File: src/pkg/gpdpc_pkg.sv
// Overview of operation
// eighteen two-way pins at mask bits 0-15, 17, 18; other bits ignored
// after reset every two-way pin is an input
// input mask makes inputs, output mask makes outputs, others keep direction
// bit set in both direction masks makes the pin an input
// direction stored while a peripheral owns the pin, applied on release
// direction updates never touch pull enables
// on mask drives high, off mask drives low, others keep level
// bit set in both level masks gives low
// level stored for input pins, driven once pin becomes output
// level stays pending while peripheral owns pin, applied on release
// pull enable on/off masks act regardless of direction
// pull resistors of all pins enabled after reset
// bit set in both pull enable masks disables the pull
// pull enables apply even when owned, except the crystal pins
// up/down masks pick pull polarity; reset pull-down on pins 3,7,8,12,13,14
// bit set in both polarity masks selects pull-up
// software should set polarity before enabling the pull
// polarity read back: 1 pull-up, 0 pull-down, enabled or not
// level read returns every pin level; unused bits read zero
// each mask pair applies in one cycle; reset restores defaults
package gpdpc_pkg;
   localparam int unsigned MASK_W = 32;
   localparam logic [31:0] PIN_MASK = 32'h0006ffff;
   localparam logic [31:0] RST_DIR_OUT = 32'h00000000;
   localparam logic [31:0] RST_LEVEL = 32'h00000000;
   localparam logic [31:0] RST_PULL_EN = 32'h0006ffff;
   // pull-down on pins 3, 7, 8, 12, 13 and 14, pull-up on the other real pins
   localparam logic [31:0] RST_PULL_UP = 32'h00068e77;
   // word offsets of the command/readback port
   localparam logic [3:0] ADDR_DIR_IN = 4'h0;
   localparam logic [3:0] ADDR_DIR_OUT = 4'h1;
   localparam logic [3:0] ADDR_LVL_ON = 4'h2;
   localparam logic [3:0] ADDR_LVL_OFF = 4'h3;
   localparam logic [3:0] ADDR_PEN_ON = 4'h4;
   localparam logic [3:0] ADDR_PEN_OFF = 4'h5;
   localparam logic [3:0] ADDR_POL_UP = 4'h6;
   localparam logic [3:0] ADDR_POL_DOWN = 4'h7;
   localparam logic [3:0] ADDR_APPLY = 4'h8;
   localparam logic [3:0] ADDR_RD_DIR = 4'h9;
   localparam logic [3:0] ADDR_RD_LVL = 4'ha;
   localparam logic [3:0] ADDR_RD_PEN = 4'hb;
   localparam logic [3:0] ADDR_RD_POL = 4'hc;
   localparam logic [3:0] ADDR_RD_PINS = 4'hd;
   localparam logic [1:0] UPD_DIR = 2'h0;
   localparam logic [1:0] UPD_LVL = 2'h1;
   localparam logic [1:0] UPD_PEN = 2'h2;
   localparam logic [1:0] UPD_POL = 2'h3;
   typedef struct packed {
      logic [31:0] set_mask;
      logic [31:0] clr_mask;
   } gpdpc_pair_t;
   typedef struct packed {
      logic [31:0] dir_out;
      logic [31:0] level;
      logic [31:0] pull_en;
      logic [31:0] pull_up;
   } gpdpc_state_t;
endpackage

File: src/verilog/gpdpc_top.sv
`timescale 1ns/100ps
// pin port: direction, level, pull enable and polarity per two-way pin
module gpdpc_top (
   input wire logic i_sys_clk,
   input wire logic i_rst,
   input wire logic [3:0] i_addr,
   input wire logic [31:0] i_wdata,
   input wire logic i_wr,
   input wire logic i_rd,
   output logic [31:0] o_rdata,
   input wire logic [31:0] i_periph_own,
   input wire logic [31:0] i_xtal_pin,
   input wire logic [31:0] i_pin_in,
   output logic [31:0] o_pin_out,
   output logic [31:0] o_pin_oe,
   output logic [31:0] o_pull_en,
   output logic [31:0] o_pull_up
);
   gpdpc_pkg::gpdpc_pair_t pair;
   gpdpc_pkg::gpdpc_state_t st;
   gpdpc_pkg::gpdpc_state_t next_st;
   logic [31:0] pin_meta;
   logic [31:0] pin_sync;
   logic [31:0] own_meta;
   logic [31:0] own_sync;
   logic [31:0] next_pen_raw;
   logic [1:0] sel;
   logic do_apply;
   logic [31:0] mu_cur;
   logic [31:0] mu_next;
   logic mu_clr_wins;

   // staging of the two masks of the next update
   always_ff @(posedge i_sys_clk or posedge i_rst) begin
      if (i_rst) begin
         pair <= '0;
      end else if (i_wr) begin
         if (i_addr == gpdpc_pkg::ADDR_DIR_IN || i_addr == gpdpc_pkg::ADDR_LVL_ON ||
             i_addr == gpdpc_pkg::ADDR_PEN_ON || i_addr == gpdpc_pkg::ADDR_POL_UP) begin
            pair.set_mask <= i_wdata;
         end else if (i_addr == gpdpc_pkg::ADDR_DIR_OUT || i_addr == gpdpc_pkg::ADDR_LVL_OFF ||
                      i_addr == gpdpc_pkg::ADDR_PEN_OFF || i_addr == gpdpc_pkg::ADDR_POL_DOWN) begin
            pair.clr_mask <= i_wdata;
         end
      end
   end

   // apply write selects the state word; wdata[1:0] names it
   always_comb begin
      do_apply = i_wr && (i_addr == gpdpc_pkg::ADDR_APPLY);
      sel = i_wdata[1:0];
      case (sel)
         gpdpc_pkg::UPD_DIR: begin
            mu_cur = st.dir_out;
            mu_clr_wins = 1'b1; // clear = input mask
         end
         gpdpc_pkg::UPD_LVL: begin
            mu_cur = st.level;
            mu_clr_wins = 1'b1;
         end
         gpdpc_pkg::UPD_PEN: begin
            mu_cur = st.pull_en;
            mu_clr_wins = 1'b1;
         end
         default: begin
            mu_cur = st.pull_up;
            mu_clr_wins = 1'b0;
         end
      endcase
   end

   // direction uses input mask as clear, output mask as set
   gpdpc_mask_update #(
      .WIDTH(32)
   ) u_upd (
      .i_cur(mu_cur),
      .i_set((sel == gpdpc_pkg::UPD_DIR) ? pair.clr_mask : pair.set_mask),
      .i_clr((sel == gpdpc_pkg::UPD_DIR) ? pair.set_mask : pair.clr_mask),
      .i_valid(gpdpc_pkg::PIN_MASK),
      .i_clr_wins(mu_clr_wins),
      .o_next(mu_next)
   );

   // next state of all four words
   always_comb begin
      next_st = st;
      next_pen_raw = mu_next;
      if (do_apply) begin
         case (sel)
            // direction update
            // pull untouched
            gpdpc_pkg::UPD_DIR: next_st.dir_out = mu_next;
            // level update
            gpdpc_pkg::UPD_LVL: next_st.level = mu_next;
            // pull enable, crystal pins kept
            gpdpc_pkg::UPD_PEN: next_st.pull_en = (next_pen_raw & ~i_xtal_pin) | (st.pull_en & i_xtal_pin);
            // polarity update
            default: next_st.pull_up = mu_next;
         endcase
      end
   end

   // single-cycle apply
   // reset defaults
   always_ff @(posedge i_sys_clk or posedge i_rst) begin
      if (i_rst) begin
         st.dir_out <= gpdpc_pkg::RST_DIR_OUT;
         st.level <= gpdpc_pkg::RST_LEVEL;
         st.pull_en <= gpdpc_pkg::RST_PULL_EN;
         st.pull_up <= gpdpc_pkg::RST_PULL_UP;
      end else begin
         st <= next_st;
      end
   end

   // two-flop synchronisers for pin levels and ownership
   always_ff @(posedge i_sys_clk or posedge i_rst) begin
      if (i_rst) begin
         pin_meta <= '0;
         pin_sync <= '0;
         own_meta <= '0;
         own_sync <= '0;
      end else begin
         pin_meta <= i_pin_in;
         pin_sync <= pin_meta;
         own_meta <= i_periph_own;
         own_sync <= own_meta;
      end
   end

   // pin drivers; owned pins released to the peripheral
   always_ff @(posedge i_sys_clk or posedge i_rst) begin
      if (i_rst) begin
         o_pin_oe <= '0;
         o_pin_out <= '0;
         o_pull_en <= gpdpc_pkg::RST_PULL_EN;
         o_pull_up <= gpdpc_pkg::RST_PULL_UP;
      end else begin
         // held while owned or input
         o_pin_oe <= st.dir_out & ~own_sync & gpdpc_pkg::PIN_MASK;
         o_pin_out <= st.level & st.dir_out & ~own_sync & gpdpc_pkg::PIN_MASK;
         o_pull_en <= st.pull_en;
         o_pull_up <= st.pull_up;
      end
   end

   // read data, one cycle after the strobe
   always_ff @(posedge i_sys_clk or posedge i_rst) begin
      if (i_rst) begin
         o_rdata <= '0;
      end else if (i_rd) begin
         case (i_addr)
            gpdpc_pkg::ADDR_RD_DIR: o_rdata <= st.dir_out;
            gpdpc_pkg::ADDR_RD_LVL: o_rdata <= st.level;
            gpdpc_pkg::ADDR_RD_PEN: o_rdata <= st.pull_en;
            // polarity readback
            gpdpc_pkg::ADDR_RD_POL: o_rdata <= st.pull_up;
            // pin levels
            gpdpc_pkg::ADDR_RD_PINS: o_rdata <= pin_sync & gpdpc_pkg::PIN_MASK;
            default: o_rdata <= '0;
         endcase
      end else begin
         o_rdata <= '0;
      end
   end
endmodule

File: src/verilog/gpdpc_mask_update.sv
`timescale 1ns/100ps
// one set/clear mask pair applied to a held word; clr_wins picks the tie
module gpdpc_mask_update #(
   parameter int unsigned WIDTH = 32
) (
   input wire logic [WIDTH-1:0] i_cur,
   input wire logic [WIDTH-1:0] i_set,
   input wire logic [WIDTH-1:0] i_clr,
   input wire logic [WIDTH-1:0] i_valid,
   input wire logic i_clr_wins,
   output logic [WIDTH-1:0] o_next
);
   logic [WIDTH-1:0] set_eff;
   logic [WIDTH-1:0] clr_eff;
   // both-set resolution, masked to real pins
   always_comb begin
      if (i_clr_wins) begin
         set_eff = i_set & ~i_clr & i_valid;
         clr_eff = i_clr & i_valid;
      end else begin
         set_eff = i_set & i_valid;
         clr_eff = i_clr & ~i_set & i_valid;
      end
      o_next = (i_cur | set_eff) & ~clr_eff;
   end
endmodule

File: config.mk
export PLATFORM = sky130hd
export DESIGN_NAME = gpdpc_top
export DESIGN_NICKNAME = d
export VERILOG_FILES = /design/src/pkg/gpdpc_pkg.sv /design/src/verilog/gpdpc_top.sv /design/src/verilog/gpdpc_mask_update.sv
export SDC_FILE = /design/constraint.sdc
export NUM_CORES = 1
export LEC_CHECK = 0
export CAP_MARGIN = 40
export CORE_AREA = 5 5 173 175
export DETAILED_ROUTE_END_ITERATION = 7
export DIE_AREA = 0 0 178 180
export DONT_BUFFER_PORTS = 1
export GPL_ROUTABILITY_DRIVEN = 0
export PLACE_DENSITY = 0.87
export SLEW_MARGIN = 15
export SYNTH_ARGS = -nofsm -noshare
export SYNTH_HDL_FRONTEND = slang
export SYNTH_HIERARCHICAL = 1
export SYNTH_SLANG_ARGS = --single-unit
File: constraint.sdc
create_clock -name i_sys_clk -period 13.1 [get_ports i_sys_clk]
set_input_delay 0 -clock i_sys_clk [delete_from_list [all_inputs] [get_ports i_sys_clk]]
set_output_delay 0 -clock i_sys_clk [all_outputs]
set_load 0.02 [all_outputs]
Word level (Yosys, flattened, before mapping)
Cells that the tools add are included.
{ "classes": {"n_eq_ne": 15, "mux": 8, "n_bitwise": 17, "n_reduce_logical": 16} }
{ "ops": {"columns": ["cell", "count"], "rows": [
  ["case mux 32 bit (5 select lines)", 1],
  ["AND 32 bit", 3],
  ["case mux 32 bit (3 select lines)", 1],
  ["AND 19 bit", 5],
  ["two-way mux 19 bit", 4],
  ["inverter 19 bit", 3],
  ["two-way mux 32 bit", 1],
  ["inverter 19 -> 32 bit", 1],
  ["inverter 32 bit", 1],
  ["bitwise OR 32 x 19 -> 32 bit", 1],
  ["bitwise OR 32 bit", 1],
  ["equality test 4 bit, second input constant", 6],
  ["equality test 4 x 3 -> 1 bit, second input constant", 4],
  ["AND reduction 2 bit", 5],
  ["equality test 4 x 2 -> 1 bit, second input constant", 2],
  ["logical OR 1 bit", 6],
  ["equality test 4 x 1 -> 1 bit, second input constant", 1],
  ["zero test 4 bit", 1],
  ["AND reduction 3 bit", 1],
  ["OR reduction 3 bit", 1],
  ["equality test 2 x 1 -> 1 bit, second input constant", 1],
  ["equality test 2 bit, second input constant", 1],
  ["zero test 2 bit", 1],
  ["inverter 1 bit", 2],
  ["other kinds (2)", 2]
]} }
{ "word_totals": {"register_bits": 374, "inputBits": 136, "out_inout_bits": 160, "wordCells": 71} }

Depth between registers and ports, before layout
{ "depth": {"depth_word": 9, "ltp_mapped": 7, "depth_no_buf": 5} }

Modules after synthesis
The synthesis kept the hierarchy.
{ "modules_own_cells": {"columns": ["module", "n_inst", "cells_per_inst", "area_each_um2", "seq_area_each_um2"], "rows": [
  ["gpdpc_top", 1, 1052, 16087.9, 9984.6],
  ["gpdpc_mask_update", 1, 99, 594.3, 0.0]
]} }

Least setup slack after synthesis
Ideal clock, no wire load.
{ "synth_timing": {"path_kind": "input -> register", "start": "in i_wdata[0]", "end": "reg st[12] (netlist bit)", "setup_time_ps": 128, "arrival_time_ps": 1770, "t_required_ps": 12972, "path_slack_ps": 11202, "stages": 5, "path_buffers": 2, "path_cell_list": "buf_1 > buf_2 > mux4_2 > a32o_1 > mux2_1"} }
{ "synth_via": {"elab_cells_between_ends": 19, "cone_classes": "eq/ne: 2; mux: 6; bitwise: 8; reduce/logical: 3"} }
{ "synth_lines": {"columns": ["element", "line", "source"], "rows": [
  ["from (decl)", "gpdpc_top.sv:7", "input wire logic [31:0] i_wdata,"],
  ["equality test 2 bit, or another cell as far along", "gpdpc_top.sv:52", "case (sel)"],
  ["case mux 32 bit (3 select lines) (*)", "gpdpc_top.sv:52", null],
  ["named net mu_cur[12]", "gpdpc_top.sv:29", "logic [31:0] mu_cur;"],
  ["bitwise OR 32 x 19 -> 32 bit (*)", "gpdpc_mask_update.sv:24", "o_next = (i_cur | set_eff) & ~clr_eff;"],
  ["AND 32 bit (*)", "gpdpc_mask_update.sv:24", null],
  ["named net mu_next[12]", "gpdpc_top.sv:30", "logic [31:0] mu_next;"],
  ["to (signal assigned)", "gpdpc_top.sv:112", "st <= next_st;"],
  ["to (decl)", "gpdpc_top.sv:20", "gpdpc_pkg::gpdpc_state_t st;"]
]} }
The timed path passes the listed nets; every way through them passes the cells marked *.
A chain may end at the register's enable or synchronous reset.

Worst setup path after layout
{ "layout_timing": {"start": "in i_addr[2]", "end": "reg st[14] (netlist bit)"} }
{ "layout_via": {"elab_chain_len": 3} }
{ "layout_rtl": {"columns": ["element", "line", "source"], "rows": [
  ["from (decl)", "gpdpc_top.sv:6", "input wire logic [3:0] i_addr,"],
  ["equality test 4 bit", "gpdpc_top.sv:50", "do_apply = i_wr && (i_addr == gpdpc_pkg::ADDR_APPLY);"],
  ["logical AND 1 bit", "gpdpc_top.sv:50", null],
  ["AND reduction 2 bit (no source line)", null, null]
]} }
Every way passes these cells.

==> key figures <==
Route
  – Via/cell ratio: 6.17
  – Vias: 10800
  – Detailed Routing Iterations Pass 1: 5
  – Detailed Route Iter0 Violations: 802
  – DRC viols: 0
  – Antenna-violating nets left: 0
  – WL final: 46100 µm
  – DR WL/cell: 26.3 µm

Synthesis
  – Seq cells post-synth: 396
  – YS warnings: 6
  – Number of enable flip-flop cells after synthesis: 0
  – Synth Instances: 1151
  – Top-count cell post-synth: dfrtp_1
  – Seq/Total Area, Yosys: 59.9%
  – Avg Inst Size Synth: 14.5 µm²
  – Top post-synthesis cells by count: dfrtp_1 (336), mux2_2 (233), nand2_1 (88)
  – Synth top area share: 50.4%
  – Async SR Flop Fraction: 100%
  – Synth area leaders: dfrtp_1 (50%), mux2_2 (16%), dfstp_2 (9.5%)
  – Netlist Area Pre-Place: 16700 µm²
  – Synth Flop Type: dfrtp_1
  – Yosys cell types: 32
  – Synth area leader: dfrtp_1

Global routing
  – Largest net degree at the start of global routing: 193
  – Initial antenna violation count: 1
  – GRT Total Usage: 28.3%
  – Grt ovf: 0
  – First-pass GRT wire length: 69600 µm
  – Vias in the first global route: 11500

Finish
  – Final nets: 1471
  – Fin cells: 1752
  – Synthesis-to-layout area growth: 20.1%
  – Antenna cells: 0
  – Finished Cell Area: 20000 µm²
  – Layout cell share with drive strength beyond 1: 30.8%
  – Fin util: 70.8%

Timing
  – Setup violations, final: 0
  – Worst Slack Setup Final: 10200 ps
  – Final Hold Fails: 0
  – Pin slew with the least headroom to its limit: 1060 ps
  – Post-Route Setup TNS: 0 ps
  – RSZ-0062 raised after global routing: no
  – Fmax: 345 MHz
  – Final Cycle Share: 22.1%
  – Slew margin rel.: 29.6%
  – Fin. max-slew vios: 0
  – Final Skew: 17.0 ps
  – Minimum clock period: 2900 ps
  – Final hold slack: 10.2 ps

Placed design
  – Dpl ws: 10540 ps
  – Placed Instance Area: 17300 µm²
  – Post-DP HPWL: 24800 µm
  – Port Buffers: 0
  – Placed Cells: 1542

Critical path
  – Crit Path Class: input port to flop
  – Crit path from: i_addr[2]
  – Critical Path Fanout Max: 57
  – Most frequent CP cell: buf_4
  – Slowest CP cell: nand4_1
  – Setup slack, reg-to-reg: 11400 ps
  – Critical Path AT: 3310 ps
  – Worst Path Required: 13510 ps
  – Critical Path Max Stage Delay: 690 ps
  – Reg2Reg Depth: 3
  – Worst setup SP type: input port
  – RR Endpoint: st[14]
  – R2R Path Start: st[14]
  – Critical-path cell list: dlygate4sd3_1, buf_16, nor4b_4, buf_4, nand4_1, buf_4, mux2_1
  – Crit. End Element: flop

Min path
  – Hold Path Sink: st[7]
  – Hold Path Class: input port to flop
  – Hold path start: i_wdata[1]
  – Worst hold path depth: 3

Clock network
  – Worst-path clk slew: 70 ps
  – Postcts setup bufs: 0
  – Latest clock arrival within the worst-skew pair: 540 ps
  – Num CTS Buffers: 41
  – CTS tree: yes
  – H-tree levels: 2
  – Clk sinks: 396
  – Root Driver: clkbuf_16
  – Longest Clk Path Bufs: 3

Pwr
  – Total Power: 2.91 mW
  – Max IR drop VDD: 0.000108 V
  – Power Density: 145 nW/µm²
  – Leakage power: 8.86 nW

Status
  – Status: complete, no violations

Floorplan
  – Die area: 32000 µm²
  – Core Region: 28300 µm²
  – Die H: 180 µm
  – Row cnt: 62
  – Starting Density: 58.9%
  – Die Wd: 178 µm
  – Ports: 296

Job
  – Max Cap Viol: 0
## sequential cells by signal, indices dropped and copies added (netlist names), named ones only
name,flops
o_pin_oe,18
o_pin_out,18
o_pull_en,32
o_pull_up,32
o_rdata,32
own_meta,18
own_sync,18
pair,64
pin_meta,18
pin_sync,18
st,96
## cell type report
type	count	area, µm²
flip-flops and latches	396	9980
fillers	1707	8270
multi-input cells	743	6550
repair buffers	152	1640
clock buffers	63	1200
well taps	384	480
clock inverters	13	169
inverters	1	11.3
## report_power, final
group | internal [mW] | switching (mW) | total (mW)
clock | 0.694 | 0.477 | 1.17
sequential | 1.33 | 0.0908 | 1.42
combinational | 0.168 | 0.155 | 0.323
## cells in the final DEF, fill, tap and decap left out, types with 9 or more instances in the layout
| cell type | instances |
|---|---|
| a21o_1 | 23 |
| a21oi_1 | 31 |
| a22oi_1 | 17 |
| a32o_1 | 32 |
| and2_1 | 18 |
| buf_4 | 10 |
| clkbuf_1 | 13 |
| clkbuf_16 | 41 |
| clkbuf_8 | 9 |
| conb_1 | 92 |
| dfrtp_1 | 336 |
| dfstp_2 | 60 |
| dlygate4sd3_1 | 129 |
| mux2_1 | 64 |
| mux2_2 | 233 |
| mux4_2 | 32 |
| nand2_1 | 87 |
| nand3b_1 | 47 |
| nand4b_1 | 33 |
| nor2b_1 | 18 |
## critical path: cells and delay by family
kind	cells	cell delay, ps
buf+inv	4	1880
mux	1	410
simple gates	2	990
## kinds of logic (layout without fill, tap and decap cells)
logic type | count (synthesis) | in the layout | synth area share [%]
simple gates | 218 | 218 | 7.85
other cells | 2 | 92 | 0.0450
mux | 329 | 329 | 24.4
compound gates | 104 | 104 | 4.71
buf+inv | 102 | 229 | 3.17
flops | 396 | 396 | 59.9
## routing by layer
layer | share of wire (%) | track usage (%) | wire, µm
met5 | 0 | 0 | 0
met2 | 51 | 47.7 | 23400
met3 | 7.9 | 6.37 | 3620
met4 | 3.5 | 10.4 | 1620
met1 | 38 | 35.9 | 17400
## worst max-delay path by stage
stage                     depth (start not counted)        end  slack, ps
after floorplan                                   1  async pin       2190
after global placement                            5     st[87]       9740
after detailed placement                          5     st[14]      10540
after CTS                                         7     st[14]      10200
after global routing                              7     st[14]      10130
final                                             7     st[14]      10200
## repair_timing
action / 4_1_cts / 5_1_grt
gates resized for setup: 0 / 0
hold buffers: 130 / 2
endpoints found under the hold margin: 307 / 9
Power figures use the tool's default switching activity.
